--- src/verilog/pmc_pkg.sv ---
package pmc_pkg;

  // Register indices; the byte address is four times the index
  localparam logic [7:0] IDX_TX_GAP = 8'he0;
  localparam logic [7:0] IDX_LOOP = 8'he3;
  localparam logic [7:0] IDX_CRC = 8'he4;
  localparam logic [7:0] IDX_RX_GAP = 8'he5;
  localparam logic [7:0] IDX_MAX_LEN = 8'he6;
  localparam logic [7:0] IDX_MIN_LEN = 8'he7;
  localparam logic [7:0] IDX_LO_FRM = 8'he8;
  localparam logic [7:0] IDX_HI_FRM = 8'he9;
  localparam logic [7:0] IDX_LO_HW = 8'hea;
  localparam logic [7:0] IDX_HI_HW = 8'heb;
  localparam logic [7:0] IDX_TX_HW = 8'hec;
  localparam logic [7:0] IDX_GAP_ERR_CNT = 8'hde;
  localparam logic [7:0] IDX_IRQ_STAT = 8'hed;
  localparam logic [7:0] IDX_IRQ_MASK = 8'hee;

  // Field widths
  localparam int TX_GAP_W = 8;
  localparam int RX_GAP_W = 6;
  localparam int LEN_W = 16;
  localparam int FRM_W = 9;
  localparam int HW_W = 14;
  localparam int EVT_W = 3;

  // Reset values
  localparam logic [7:0] TX_GAP_RST = 8'h0b;
  localparam logic [5:0] RX_GAP_RST = 6'h0a;
  localparam logic [15:0] MAX_LEN_RST = 16'h0618;
  localparam logic [15:0] MIN_LEN_RST = 16'h0040;

  // Event bit positions in status and mask
  localparam int EVT_GAP = 0;
  localparam int EVT_CRC = 1;
  localparam int EVT_LEN = 2;

  // Timing: one MII nibble is four bit times
  localparam int CLK_NS = 40;
  localparam int NIBBLE_NS = 400;
  localparam int NIBBLE_CYC = NIBBLE_NS / CLK_NS;
  localparam int BITS_PER_NIBBLE = 4;

  typedef struct packed {
    logic [3:0] d;
    logic en;
  } pmc_mii_t;

  typedef struct packed {
    logic sel;
    logic enable;
    logic write;
    logic [11:0] addr;
    logic [31:0] wdata;
  } pmc_apb_req_t;

  typedef struct packed {
    logic lo_frm_in;
    logic lo_frm_out;
    logic hi_frm_in;
    logic hi_frm_out;
    logic lo_hw_in;
    logic lo_hw_out;
    logic hi_hw_in;
    logic hi_hw_out;
    logic tx_hw_in;
    logic tx_hw_out;
  } pmc_fifo_evt_t;

endpackage : pmc_pkg

--- src/verilog/pmc_port_mac.sv ---
`timescale 1ns/10ps

// Function
// - The transmit side flags on tx_gap_busy an idle gap of (gap setting + 1) x 8 bit times after each frame; setting is 8 bits, reset 11.
// - With the loopback bit at 1 transmit traffic is returned on the MII receive side; at 0 it runs normally; reset 0.
// - Received frame CRC is checked only while the CRC check bit is set; it resets to 1.
// - The gap before each received frame must exceed the 6-bit receive gap setting x 8 bit times; reset 10.
// - A frame whose preceding gap is too short is dropped and the receive gap error is raised.
// - A 16-bit writable maximum receive frame length in bytes resets to 0x618.
// - A 16-bit writable minimum receive frame length in bytes resets to 0x40.
// - A 9-bit read-only count of frames in the low priority receive FIFO resets to zero.
// - A 9-bit read-only count of frames in the high priority receive FIFO resets to zero.
// - A 14-bit read-only level gives the valid half words in the low priority receive FIFO.
// - A 14-bit read-only level gives the valid half words in the high priority receive FIFO.
// - A 14-bit read-only level gives the half words waiting in the transmit FIFO toward the other port.
// - A 32-bit read-only counter of frames received with gap errors resets to zero.
module pmc_port_mac #(
  parameter int ADDR_W = 12
) (
  input wire logic clock,
  input wire logic reset_n,
  input wire logic psel,
  input wire logic penable,
  input wire logic pwrite,
  input wire logic [ADDR_W-1:0] paddr,
  input wire logic [31:0] pwdata,
  output logic [31:0] prdata,
  output logic pready,
  output logic pslverr,
  input wire pmc_pkg::pmc_mii_t mac_tx,
  output pmc_pkg::pmc_mii_t phy_tx,
  input wire pmc_pkg::pmc_mii_t phy_rx,
  output pmc_pkg::pmc_mii_t mac_rx,
  output logic tx_gap_busy,
  input wire logic rx_crc_bad,
  output logic rx_crc_check_on,
  output logic mac_loopback_on,
  output logic rx_gap_error_flag,
  input wire pmc_pkg::pmc_fifo_evt_t fifo_evt,
  output logic irq
);

  typedef struct packed {
    logic [7:0] tx_gap;
    logic loop;
    logic crc_on;
    logic [5:0] rx_gap;
    logic [15:0] max_len;
    logic [15:0] min_len;
    logic [2:0] stat;
    logic [2:0] mask;
    logic [31:0] gap_err_cnt;
    logic [8:0] lo_frm;
    logic [8:0] hi_frm;
    logic [13:0] lo_hw;
    logic [13:0] hi_hw;
    logic [13:0] tx_hw;
    logic [3:0] div;
    logic tx_en_prev;
    logic [9:0] tx_gap_cnt;
    logic rx_dv_prev;
    logic [7:0] idle_nib;
    logic drop;
    logic [16:0] rx_nib;
    logic [31:0] rdata;
    logic slverr;
    pmc_pkg::pmc_mii_t phy_tx;
    pmc_pkg::pmc_mii_t mac_rx;
  } pmc_state_t;

  pmc_state_t st_q;
  pmc_state_t st_d;

  // Up/down count with saturation at zero and at the given top
  function automatic logic [13:0] cnt_step(input logic [13:0] c, input logic [13:0] top,
                                           input logic inc, input logic dec);
    logic [13:0] r;
    r = c;
    if (inc && !dec && c != top) begin
      r = c + 14'h0001;
    end else if (dec && !inc && c != 14'h0000) begin
      r = c - 14'h0001;
    end
    return r;
  endfunction : cnt_step

  typedef enum {
    SEL_NONE,
    SEL_TX_GAP,
    SEL_LOOP,
    SEL_CRC,
    SEL_RX_GAP,
    SEL_MAX_LEN,
    SEL_MIN_LEN,
    SEL_LO_FRM,
    SEL_HI_FRM,
    SEL_LO_HW,
    SEL_HI_HW,
    SEL_TX_HW,
    SEL_GAP_ERR,
    SEL_IRQ_STAT,
    SEL_IRQ_MASK
  } pmc_reg_sel_t;

  // Register index to register select, shared by the write and read paths
  function automatic pmc_reg_sel_t reg_decode(input logic [7:0] i);
    pmc_reg_sel_t s;
    s = SEL_NONE;
    if (i == pmc_pkg::IDX_TX_GAP) begin
      s = SEL_TX_GAP;
    end else if (i == pmc_pkg::IDX_LOOP) begin
      s = SEL_LOOP;
    end else if (i == pmc_pkg::IDX_CRC) begin
      s = SEL_CRC;
    end else if (i == pmc_pkg::IDX_RX_GAP) begin
      s = SEL_RX_GAP;
    end else if (i == pmc_pkg::IDX_MAX_LEN) begin
      s = SEL_MAX_LEN;
    end else if (i == pmc_pkg::IDX_MIN_LEN) begin
      s = SEL_MIN_LEN;
    end else if (i == pmc_pkg::IDX_LO_FRM) begin
      s = SEL_LO_FRM;
    end else if (i == pmc_pkg::IDX_HI_FRM) begin
      s = SEL_HI_FRM;
    end else if (i == pmc_pkg::IDX_LO_HW) begin
      s = SEL_LO_HW;
    end else if (i == pmc_pkg::IDX_HI_HW) begin
      s = SEL_HI_HW;
    end else if (i == pmc_pkg::IDX_TX_HW) begin
      s = SEL_TX_HW;
    end else if (i == pmc_pkg::IDX_GAP_ERR_CNT) begin
      s = SEL_GAP_ERR;
    end else if (i == pmc_pkg::IDX_IRQ_STAT) begin
      s = SEL_IRQ_STAT;
    end else if (i == pmc_pkg::IDX_IRQ_MASK) begin
      s = SEL_IRQ_MASK;
    end
    return s;
  endfunction : reg_decode

  localparam logic [3:0] DIV_LAST = 4'(pmc_pkg::NIBBLE_CYC - 1);
  localparam logic [13:0] FRM_TOP = 14'((1 << pmc_pkg::FRM_W) - 1);
  localparam logic [13:0] HW_TOP = 14'((1 << pmc_pkg::HW_W) - 1);
  localparam logic [9:0] GAP_NIB_PER_UNIT = 10'(8 / pmc_pkg::BITS_PER_NIBBLE);

  logic tick;
  logic [7:0] idx;
  logic aligned;
  logic setup;
  logic wr;
  pmc_pkg::pmc_mii_t rx_src;
  logic rx_start;
  logic rx_end;
  logic gap_short;
  logic [15:0] rx_bytes;
  logic [2:0] evt;
  pmc_reg_sel_t sel;

  assign tick = (st_q.div == DIV_LAST);
  assign idx = paddr[9:2];
  assign aligned = (paddr[1:0] == 2'h0) && (paddr[ADDR_W-1:10] == '0);
  assign setup = psel && !penable;
  assign wr = psel && penable && pwrite && aligned;
  assign sel = aligned ? reg_decode(idx) : SEL_NONE;

  always_comb begin
    st_d = st_q;
    evt = 3'h0;

    st_d.div = tick ? 4'h0 : st_q.div + 4'h1;

    // Loopback turns the MAC transmit stream around toward its own receiver
    rx_src = st_q.loop ? mac_tx : phy_rx;
    st_d.phy_tx.d = st_q.loop ? 4'h0 : mac_tx.d;
    st_d.phy_tx.en = st_q.loop ? 1'b0 : mac_tx.en;

    // Transmit gap: counted in nibbles after the end of every frame
    st_d.tx_en_prev = mac_tx.en;
    if (st_q.tx_en_prev && !mac_tx.en) begin
      st_d.tx_gap_cnt = ({2'h0, st_q.tx_gap} + 10'h001) * GAP_NIB_PER_UNIT;
    end else if (tick && st_q.tx_gap_cnt != 10'h000) begin
      st_d.tx_gap_cnt = st_q.tx_gap_cnt - 10'h001;
    end

    // Receive gap check on the first cycle of each frame
    st_d.rx_dv_prev = rx_src.en;
    rx_start = rx_src.en && !st_q.rx_dv_prev;
    rx_end = !rx_src.en && st_q.rx_dv_prev;
    gap_short = rx_start && (st_q.idle_nib <= {1'b0, st_q.rx_gap, 1'b0});
    if (rx_src.en) begin
      st_d.idle_nib = 8'h00;
    end else if (tick && st_q.idle_nib != 8'hff) begin
      st_d.idle_nib = st_q.idle_nib + 8'h01;
    end
    if (rx_start) begin
      st_d.drop = gap_short;
    end else if (!rx_src.en) begin
      st_d.drop = 1'b0;
    end
    st_d.mac_rx.d = rx_src.d;
    st_d.mac_rx.en = rx_src.en && !st_d.drop;
    if (gap_short) begin
      evt[pmc_pkg::EVT_GAP] = 1'b1;
      st_d.gap_err_cnt = st_q.gap_err_cnt + 32'h00000001;
    end

    // Frame length in bytes against the programmed limits
    if (rx_start) begin
      st_d.rx_nib = 17'h00000;
    end else if (rx_src.en && tick && st_q.rx_nib != 17'h1ffff) begin
      st_d.rx_nib = st_q.rx_nib + 17'h00001;
    end
    rx_bytes = st_q.rx_nib[16:1];
    if (rx_end && !st_q.drop &&
        (rx_bytes < st_q.min_len || rx_bytes > st_q.max_len)) begin
      evt[pmc_pkg::EVT_LEN] = 1'b1;
    end

    // CRC failures only count while checking is enabled
    if (rx_crc_bad && st_q.crc_on) begin
      evt[pmc_pkg::EVT_CRC] = 1'b1;
    end

    // FIFO occupancy tracking
    st_d.lo_frm = 9'(cnt_step({5'h00, st_q.lo_frm}, FRM_TOP, fifo_evt.lo_frm_in,
                              fifo_evt.lo_frm_out));
    st_d.hi_frm = 9'(cnt_step({5'h00, st_q.hi_frm}, FRM_TOP, fifo_evt.hi_frm_in,
                              fifo_evt.hi_frm_out));
    st_d.lo_hw = cnt_step(st_q.lo_hw, HW_TOP, fifo_evt.lo_hw_in,
                          fifo_evt.lo_hw_out);
    st_d.hi_hw = cnt_step(st_q.hi_hw, HW_TOP, fifo_evt.hi_hw_in,
                          fifo_evt.hi_hw_out);
    st_d.tx_hw = cnt_step(st_q.tx_hw, HW_TOP, fifo_evt.tx_hw_in,
                          fifo_evt.tx_hw_out);

    // Register writes in the access phase; reserved bits are dropped
    st_d.stat = st_q.stat | evt;
    if (wr) begin
      case (sel)
        SEL_TX_GAP: begin
          st_d.tx_gap = pwdata[7:0];
        end
        SEL_LOOP: begin
          st_d.loop = pwdata[0];
        end
        SEL_CRC: begin
          st_d.crc_on = pwdata[0];
        end
        SEL_RX_GAP: begin
          st_d.rx_gap = pwdata[5:0];
        end
        SEL_MAX_LEN: begin
          st_d.max_len = pwdata[15:0];
        end
        SEL_MIN_LEN: begin
          st_d.min_len = pwdata[15:0];
        end
        SEL_IRQ_STAT: begin
          // Set wins over a clear arriving in the same cycle
          st_d.stat = (st_q.stat & ~pwdata[2:0]) | evt;
        end
        SEL_IRQ_MASK: begin
          st_d.mask = pwdata[2:0];
        end
        default: begin
          // Read-only and unmapped words ignore writes
        end
      endcase
    end

    // Read data and error are captured in the setup phase
    if (setup) begin
      st_d.rdata = 32'h00000000;
      st_d.slverr = 1'b0;
      case (sel)
        SEL_TX_GAP: begin
          st_d.rdata = {24'h000000, st_q.tx_gap};
        end
        SEL_LOOP: begin
          st_d.rdata = {31'h00000000, st_q.loop};
        end
        SEL_CRC: begin
          st_d.rdata = {31'h00000000, st_q.crc_on};
        end
        SEL_RX_GAP: begin
          st_d.rdata = {26'h0000000, st_q.rx_gap};
        end
        SEL_MAX_LEN: begin
          st_d.rdata = {16'h0000, st_q.max_len};
        end
        SEL_MIN_LEN: begin
          st_d.rdata = {16'h0000, st_q.min_len};
        end
        SEL_LO_FRM: begin
          st_d.rdata = {23'h000000, st_q.lo_frm};
        end
        SEL_HI_FRM: begin
          st_d.rdata = {23'h000000, st_q.hi_frm};
        end
        SEL_LO_HW: begin
          st_d.rdata = {18'h00000, st_q.lo_hw};
        end
        SEL_HI_HW: begin
          st_d.rdata = {18'h00000, st_q.hi_hw};
        end
        SEL_TX_HW: begin
          st_d.rdata = {18'h00000, st_q.tx_hw};
        end
        SEL_GAP_ERR: begin
          st_d.rdata = st_q.gap_err_cnt;
        end
        SEL_IRQ_STAT: begin
          st_d.rdata = {29'h00000000, st_q.stat};
        end
        SEL_IRQ_MASK: begin
          st_d.rdata = {29'h00000000, st_q.mask};
        end
        default: begin
          // Unaligned or unmapped: error, data stays zero
          st_d.slverr = 1'b1;
        end
      endcase
    end
  end

  always_ff @(posedge clock or negedge reset_n) begin
    if (!reset_n) begin
      st_q <= '0;
      st_q.tx_gap <= pmc_pkg::TX_GAP_RST;
      st_q.crc_on <= 1'b1;
      st_q.rx_gap <= pmc_pkg::RX_GAP_RST;
      st_q.max_len <= pmc_pkg::MAX_LEN_RST;
      st_q.min_len <= pmc_pkg::MIN_LEN_RST;
      st_q.idle_nib <= 8'hff;
    end else begin
      st_q <= st_d;
    end
  end

  assign prdata = st_q.rdata;
  assign pready = 1'b1;
  assign pslverr = st_q.slverr && psel && penable;
  assign phy_tx = st_q.phy_tx;
  assign mac_rx = st_q.mac_rx;
  assign tx_gap_busy = (st_q.tx_gap_cnt != 10'h000);
  assign rx_crc_check_on = st_q.crc_on;
  assign mac_loopback_on = st_q.loop;
  assign rx_gap_error_flag = st_q.stat[pmc_pkg::EVT_GAP];
  assign irq = |(st_q.stat & st_q.mask);

endmodule : pmc_port_mac

--- config.mk ---
export PLATFORM = sky130hd
export DESIGN_NAME = pmc_port_mac
export DESIGN_NICKNAME = d
export VERILOG_FILES = /design/src/verilog/pmc_pkg.sv /design/src/verilog/pmc_port_mac.sv
export SDC_FILE = /design/constraint.sdc
export NUM_CORES = 1
export LEC_CHECK = 0
export BUFFER_PORTS_ARGS = -buffer_cell sky130_fd_sc_hd__buf_2
export CORE_MARGIN = 2
export CORE_UTILIZATION = 60
export CTS_BUF_LIST = sky130_fd_sc_hd__clkbuf_8
export CTS_CLUSTER_DIAMETER = 80
export DETAILED_ROUTE_END_ITERATION = 8
export PLACE_DENSITY_LB_ADDON = 0.08
export SYNTH_ARGS = -nofsm -noshare
export SYNTH_HDL_FRONTEND = slang
export SYNTH_SLANG_ARGS = --single-unit
--- constraint.sdc ---
create_clock -name clock -period 3.95 [get_ports clock]
set_input_delay 0.5925 -clock clock [delete_from_list [all_inputs] [get_ports clock]]
set_output_delay 0.5925 -clock clock [all_outputs]
set_load 0.1 [all_outputs]
==> out/metrics.cfg, run 1 <==
[setup_path]
cp-end-kind=flip-flop
path_max_fanout=11
arrival_ps=4040
required_ps=4420
setup.worst_path.start_class=flip-flop
path_class=reg2reg
crit_family=compound AO/OA/AOI/OAI gates
crit_buf_inv=0
path_cells=nand4_1 -> or4_1 -> nand3b_1 -> ha_1 -> a211o_1 -> a211oi_1 -> o21ai_0 -> a21boi_0 -> a21oi_1 -> mux2i_1 -> xor2_1
cp_slowest_cell=or4_1
slowest_delay_ps=520

[pwr]
ir_drop_mv=0.4749
p_switching_w=0.003163
power_frac_clock=0.272
p_leak_nw=7.174
internal_power_w=0.005382
swShare=0.3702
powerDensity_mw_per_mm2=551.6
pwr-share-comb=0.335
power_frac_seq=0.393

[placed_design]
post_dp_cell_area_mm2=0.01461
globalplace.congestion=0.9263
portBuffers=101
hpwl_um=24700
place_ws_ps=463.8

[clock_network]
cts_setup_buffers=0
cts_tree=yes
cts_max_level=2
ctsHoldBuffers=0
clk_latency_ps=560
cts_buffers=41
cts_resized=0
cts_root_buf=clkbuf_8
cts.path.max_buffers=3
clock_sinks=231
cts.clk_slew.worst_paths_ps=60

[cells_and_area]
design_area_mm2=0.01549
n_antenna_cell=0
final_core_util=0.6800
fin_nets=1653
layout-drive-gt1-share=0.1967
areaGrowthSynthToFinish_pct=10.40

[detailed_routing]
drtIter0Drc=782
wl_per_cell_um=18.64
firstDrtPassIters=5
viasPerCell=5.992
wl_um=34080
ant_nets=0
vias=10950
drc_errors=0

[global_route]
overflow=0
grt_pass1_wl_um=55430
antenna_found_initial=2
grtUsageTotal=0.2842
first_global_vias=10540
grt_max_degree=110

[yosys]
synthSimpleGateAreaFrac=0.1535
ys_seq_area_frac=0.4137
yosys_most_used_dff=dfrtp_1
syn_avg_cell_area_um2=10.00
netlist_area_mm2=0.01403
synth_top_family_by_area=simple AND/OR/NAND/NOR gates
synth_top_cell_by_area=dfrtp_1
yosysTopAreaCellShare=0.3781
synth_edf_count=0
postSynthCellCount=1403
synthAdderAreaFrac=0.09007
synth_cell_types=73
synthMuxAreaShare=0.06563
ys_top_cells_by_area=dfrtp_1 (38%), ha_1 (8.3%), mux2_2 (5.8%)
synth_compound_area_frac=0.1445
synthArstFlopShare=1.000
synthXorXnorAreaFrac=0.07865
yosys_warnings=0
synth_seq_cells=231
synth_nets=1571

[sta]
fin_crit_sh=0.9052
setup_viol=0
max_freq_mhz=279.7
max-slew-margin-rel=0.2171
fin_tns_setup_ps=0
fin_skew_ps=26.12
period_needed_ps=3576
worst_pin_slew_ps=1172
maxSlewViolCount=0
rsz0062_at_grt=no
whs_ps=85.45
hold_viol=0
final.setup.worst_slack_ps=374.4

[outcome]
status=completed

[die]
start_util=0.6160
die_h_um=156.9
die_area_mm2=0.02462
fp.dieW_um=156.9
core_area_mm2=0.02278
io_pins=119
rows=55

[job]
maxCapViolations=0

[worst_hold_path]
min_path_type=in2async

cells by family (layout without fill, tap and decap cells):
group	after synthesis	count (layout)
xor gates and xnor gates	126	126
muxes	83	83
and+or+nand+nor	418	418
other	1	1
DFF	231	231
buffers and inverters	149	261
adders and majority gates	98	98
AOI/OAI and AO/OA	297	297
layout make-up:
| type | count | area, um2 |
|---|---|---|
| clock inverter | 16 | 91.34 |
| inverter | 66 | 247.7 |
| sequential | 231 | 5804 |
| clock buffer | 57 | 784.5 |
| fill | 1849 | 7288 |
| tap | 313 | 391.6 |
| timing repair buffer | 122 | 698.2 |
| multi-input combinational | 1023 | 7472 |
path summary, 6_finish.rpt:
| path | startpoint | slack, ps | cells past startpoint | endpoint |
|---|---|---|---|---|
| hold reg to reg | prdata[14] | 470 | 2 | prdata[14] |
| setup reg to reg | st_q[89] | 370 | 11 | st_q[98] |
| setup / recovery | st_q[89] | 370 | 11 | st_q[98] |
| hold / removal | reset_n | 90 | 1 | mac_rx[2] |
| max in group asynchronous | reset_n | 2920 | 2 | st_q[209] |
| min in group clock | mac_tx[0] | 190 | 1 | st_q[80] |
per-layer routing:
metal  GRT usage  vias to the layer above  wire length (um)
li1            -                     5246                 -
met1      0.3995                     5335             15530
met2      0.4620                      313             15880
met3     0.04185                       60              1912
met4     0.07820                        0               756
met5           0                        -                 0
stage by stage:
step                power [W]  instances
global placement     0.006143       1755
CTS                  0.008572       1828
global route         0.009107       1828
detailed placement   0.006223       1755
finish               0.008545       1828
floorplan            0.005413       1403
cells in the final DEF, fill, tap and decap left out, types with 22 or more instances in the layout:
master,instances
a21o_1,22
a21oi_1,82
a22o_1,25
a22oi_1,24
buf_2,100
clkbuf_8,57
dfrtp_1,212
ha_1,93
inv_1,74
mux2_2,72
nand2_1,93
nand3_1,31
nand4_1,35
nor2_1,95
nor3_1,34
nor4_1,33
o21ai_0,46
xnor2_1,48
xor2_1,78
sequential cells by signal (all words and copies together), names as in the netlist:
name               count
mac_loopback_on        1
mac_rx                 5
phy_tx                 5
prdata                32
rx_bytes              16
rx_crc_check_on        1
rx_gap_error_flag      1
st_q                 170
cell usage after synthesis, drive strengths merged (6+ instances only):
master	count
nand3b	8
a21oi	82
nand2b	7
nor2	100
clkbuf	23
nor2b	16
nand2	96
and2	8
dfrtp	212
mux2i	11
a21o	22
inv	66
a211oi	7
mux2	72
a22oi	24
and3	21
buf	60
a22o	25
nor3	34
xor2	78
a222oi	13
ha	93
xnor2	48
and4	6
o21a	15
nand3	31
a221oi	8
dfstp	19
o21bai	7
a31oi	7
o21ai	48
nand4	35
nor4	34
power by group through the flow:
stage               logic [W]  clock network, W  registers [W]
floorplan             0.00226                 0        0.00315
global placement      0.00276                 0        0.00338
CTS                   0.00286           0.00236        0.00335
detailed placement    0.00284                 0        0.00339
global route          0.00322           0.00247        0.00342
finish                0.00286           0.00232        0.00336
Note: power is estimated with default switching activity, not from simulation.
==> run 2: changes to the inputs <==
--- a/config.mk
+++ b/config.mk
@@ -5,6 +5,7 @@
 export SDC_FILE = /design/constraint.sdc
 export NUM_CORES = 1
 export LEC_CHECK = 0
+export ABC_AREA = 1
 export BUFFER_PORTS_ARGS = -buffer_cell sky130_fd_sc_hd__buf_2
 export CORE_MARGIN = 2
 export CORE_UTILIZATION = 60
@@ -12,6 +13,8 @@
 export CTS_CLUSTER_DIAMETER = 80
 export DETAILED_ROUTE_END_ITERATION = 8
 export PLACE_DENSITY_LB_ADDON = 0.08
+export SETUP_SLACK_MARGIN = 0.15
+export SKIP_CTS_REPAIR_TIMING = 1
 export SYNTH_ARGS = -nofsm -noshare
 export SYNTH_HDL_FRONTEND = slang
 export SYNTH_SLANG_ARGS = --single-unit
==> run 2 against run 1 <==
Compared with the run above: combinational power barely moved; clock-buffer cell count fell by 4; via count rose by 26%; clock power rose by 6%; synthesized cell count rose by 42%; largest cell class unchanged; sequential cell count did not move; worst setup slack improved by 240 ps; synthesized area rose by 7.4%; sequential share of layout area fell by 2.4 points.
==> out/metrics.cfg, run 2 <==
[setup_path]
setup.worst_path.start_class=flip-flop
r2r_start=st_q[85]
r2r_cells=14  ; +3
crit_family=simple AND/OR/NAND/NOR gates
reg2reg_to=st_q[97]
crit_buf_inv=0  ; unchanged
slowest_delay_ps=600  ; +80 ps
rrSetupSlack_ps=610  ; +240 ps
path_max_fanout=14  ; +3
required_ps=4360  ; -60 ps
cp-end-kind=flip-flop
cp_slowest_cell=dfrtp_1
path_cells=nand2_1 -> nor3_1 -> nand3_1 -> nand2_1 -> ha_1 -> a21oi_1 -> o21ai_0 -> nand2_1 -> o2111ai_1 -> a21oi_1 -> o21bai_1 -> or2_2 -> nand3_1 -> o21ai_0
path_class=reg2reg
arrival_ps=3740  ; -300 ps
crit_top_cell=nand2_1

[job]
maxCapViolations=0  ; unchanged

[pwr]
p_switching_w=0.003391  ; +7.2%
power_frac_seq=0.388  ; -0.005
internal_power_w=0.005342  ; -0.74%
pwr-share-comb=0.331  ; -0.004
swShare=0.3883  ; +0.01809
powerDensity_mw_per_mm2=527.9  ; -4.3%
p_leak_nw=7.999  ; +11%
power_frac_clock=0.281  ; +0.009
ir_drop_mv=0.4441  ; -6.5%

[sta]
hold_viol=0  ; unchanged
max_freq_mhz=299.5  ; +7.1%
fin_tns_setup_ps=0  ; unchanged
worst_pin_slew_ps=813.6  ; -358.3 ps
final.setup.worst_slack_ps=611.2  ; +236.8 ps
maxSlewViolCount=0  ; unchanged
fin_crit_sh=0.8453  ; -0.05995
period_needed_ps=3339  ; -236.8 ps
fin_skew_ps=35.98  ; +9.855 ps
setup_viol=0  ; unchanged
max-slew-margin-rel=0.4576  ; +0.2405
rsz0062_at_grt=no

[detailed_routing]
firstDrtPassIters=5  ; unchanged
wl_per_cell_um=16.41  ; -12%
drc_errors=0  ; unchanged
viasPerCell=5.681  ; -5.2%
vias=13780  ; +26%
ant_nets=0  ; unchanged
drtIter0Drc=1244  ; +59%
wl_um=39810  ; +17%

[clock_network]
cts_buffers=42  ; +2.4%
clock_sinks=231  ; unchanged
cts_max_level=2  ; unchanged
clk_latency_ps=560  ; about the same
cts_root_buf=clkbuf_8
cts_tree=yes
cts.path.max_buffers=3  ; unchanged
cts.clk_slew.worst_paths_ps=60  ; about the same

[yosys]
yosysTopAreaCellShare=0.3521  ; -0.02603
ys_top_cells_by_area=dfrtp_1 (35%), nand2_1 (12%), ha_1 (7.7%)
yosys_most_used_dff=dfrtp_1
synth_compound_area_frac=0.1319  ; -0.01252
synth.cells.most_frequent=nand2_1 (480), inv_1 (228), dfrtp_1 (212), nor2_1 (183), o21ai_0 (127)
synthSimpleGateAreaFrac=0.2670  ; +0.1135
ys_seq_area_frac=0.3852  ; -0.02848
postSynthCellCount=1988  ; +42%
synthArstFlopShare=1.000  ; unchanged
yosys_warnings=0  ; unchanged
syn_avg_cell_area_um2=7.580  ; -24%
synthXorXnorAreaFrac=0.03836  ; -0.04029
synth_seq_cells=231  ; unchanged
synth_top_family_by_area=simple AND/OR/NAND/NOR gates
netlist_area_mm2=0.01507  ; +7.4%
synth_edf_count=0  ; unchanged
synth_cell_types=56  ; -23%
synth_nets=2156  ; +37%
yosysMostFrequentCell=nand2_1
synthMuxAreaShare=0.003737  ; -0.06190
synthAdderAreaFrac=0.08387  ; -0.006200
synth_top_cell_by_area=dfrtp_1

[outcome]
status=completed

[placed_design]
place_ws_ps=709.1  ; +245.3 ps
post_dp_cell_area_mm2=0.01564  ; +7.0%
globalplace.congestion=0.9499  ; +2.5%
portBuffers=101  ; unchanged
hpwl_um=30100  ; +22%

[cells_and_area]
seqCellArea_mm2=0.005804  ; unchanged
fillers=2106  ; +14%
n_antenna_cell=0  ; unchanged
fin_nets=2239  ; +35%
top_register=st_q
final_common_cell=nand2_1
layout_common_cells=nand2_1 (480), inv_1 (238), dfrtp_1 (212), nor2_1 (183), o21ai_0 (127)
multi_input_comb_area_mm2=0.007928  ; +6.1%
layout-drive-gt1-share=0.1204  ; -0.07634
design_area_mm2=0.01654  ; +6.8%
areaGrowthSynthToFinish_pct=9.782
largest_reg_flops=170  ; unchanged

[worst_hold_path]
min_path_type=in2async

[die]
die_area_mm2=0.02640  ; +7.2%
fp.dieW_um=162.5  ; +3.5%
rows=57  ; +3.6%
core_area_mm2=0.02446  ; +7.4%
io_pins=119  ; unchanged
die_h_um=162.5  ; +3.5%
start_util=0.6160  ; about the same

[global_route]
antenna_found_initial=0  ; -2
grt_max_degree=105  ; -4.5%
first_global_vias=13130  ; +25%
grt.busiest_layer=met2
grtUsageTotal=0.3090  ; +0.02480
grtUsageMet2=0.5046  ; +0.04265
overflow=0  ; unchanged
grt_util_met1=0.4295  ; +0.02996
grt_pass1_wl_um=65520  ; +18%
met3_usage=0.04125  ; -0.0005974

==> run 2: worst max path at each step <==
stage	from	cells past startpoint	endpoint	slack, ps
2_1_floorplan	st_q[113]	13	st_q[125]	180
3_3_place_gp	fifo_evt[1]	16	st_q[98]	790
3_5_place_dp	st_q[85]	14	st_q[97]	710
4_1_cts	st_q[85]	14	st_q[97]	680
5_1_grt	st_q[85]	14	st_q[97]	320
6_report	st_q[85]	14	st_q[97]	610
==> run 2: metal layers <==
layer,routed length [um],vias up
met5,0,-
met4,1213,0
met3,2400,97
met2,18190,416
met1,18000,6526
li1,-,6743
==> run 2: metrics by stage <==
step / util / instances / hold WS, ps / total power [W]
2_1_floorplan: - / 1988 / 296.9 / 0.005460
3_3_place_gp: 0.6393 / 2351 / 456.0 / 0.006141
3_5_place_dp: 0.6393 / 2351 / 458.7 / 0.006254
4_1_cts: 0.6762 / 2426 / 129.2 / 0.008725
5_1_grt: 0.6762 / 2426 / 173.6 / 0.009368
6_report: 0.6762 / 2426 / 83.75 / 0.008733
==> run 2: kinds of logic after synthesis <==
logic type | after synthesis
flip-flops | 231
adder cells (fa/ha/maj) | 98
multiplexers | 5
AND/OR/NAND/NOR | 920
buffers and inverters | 310
AO/OA/AOI/OAI | 357
other | 1
XOR/XNOR | 66
==> run 2: layout make-up <==
class                   count  share of cell area
clock buffers              53             0.04410
clock inverters            22             0.01059
flip-flops and latches    231              0.3509
inverters                 237             0.05378
repair buffers            112             0.03691
multi-input cells        1447              0.4792
well taps                 324             0.02451
==> run 2: power by group through the flow <==
stage                     registers [W]  clock network [W]  logic, W
after floorplan                 0.00316                  0   0.00230
after global placement          0.00339                  0   0.00275
after detailed placement        0.00340                  0   0.00285
after CTS                       0.00337            0.00248   0.00288
after global routing            0.00344            0.00259   0.00334
final                           0.00339            0.00245   0.00289
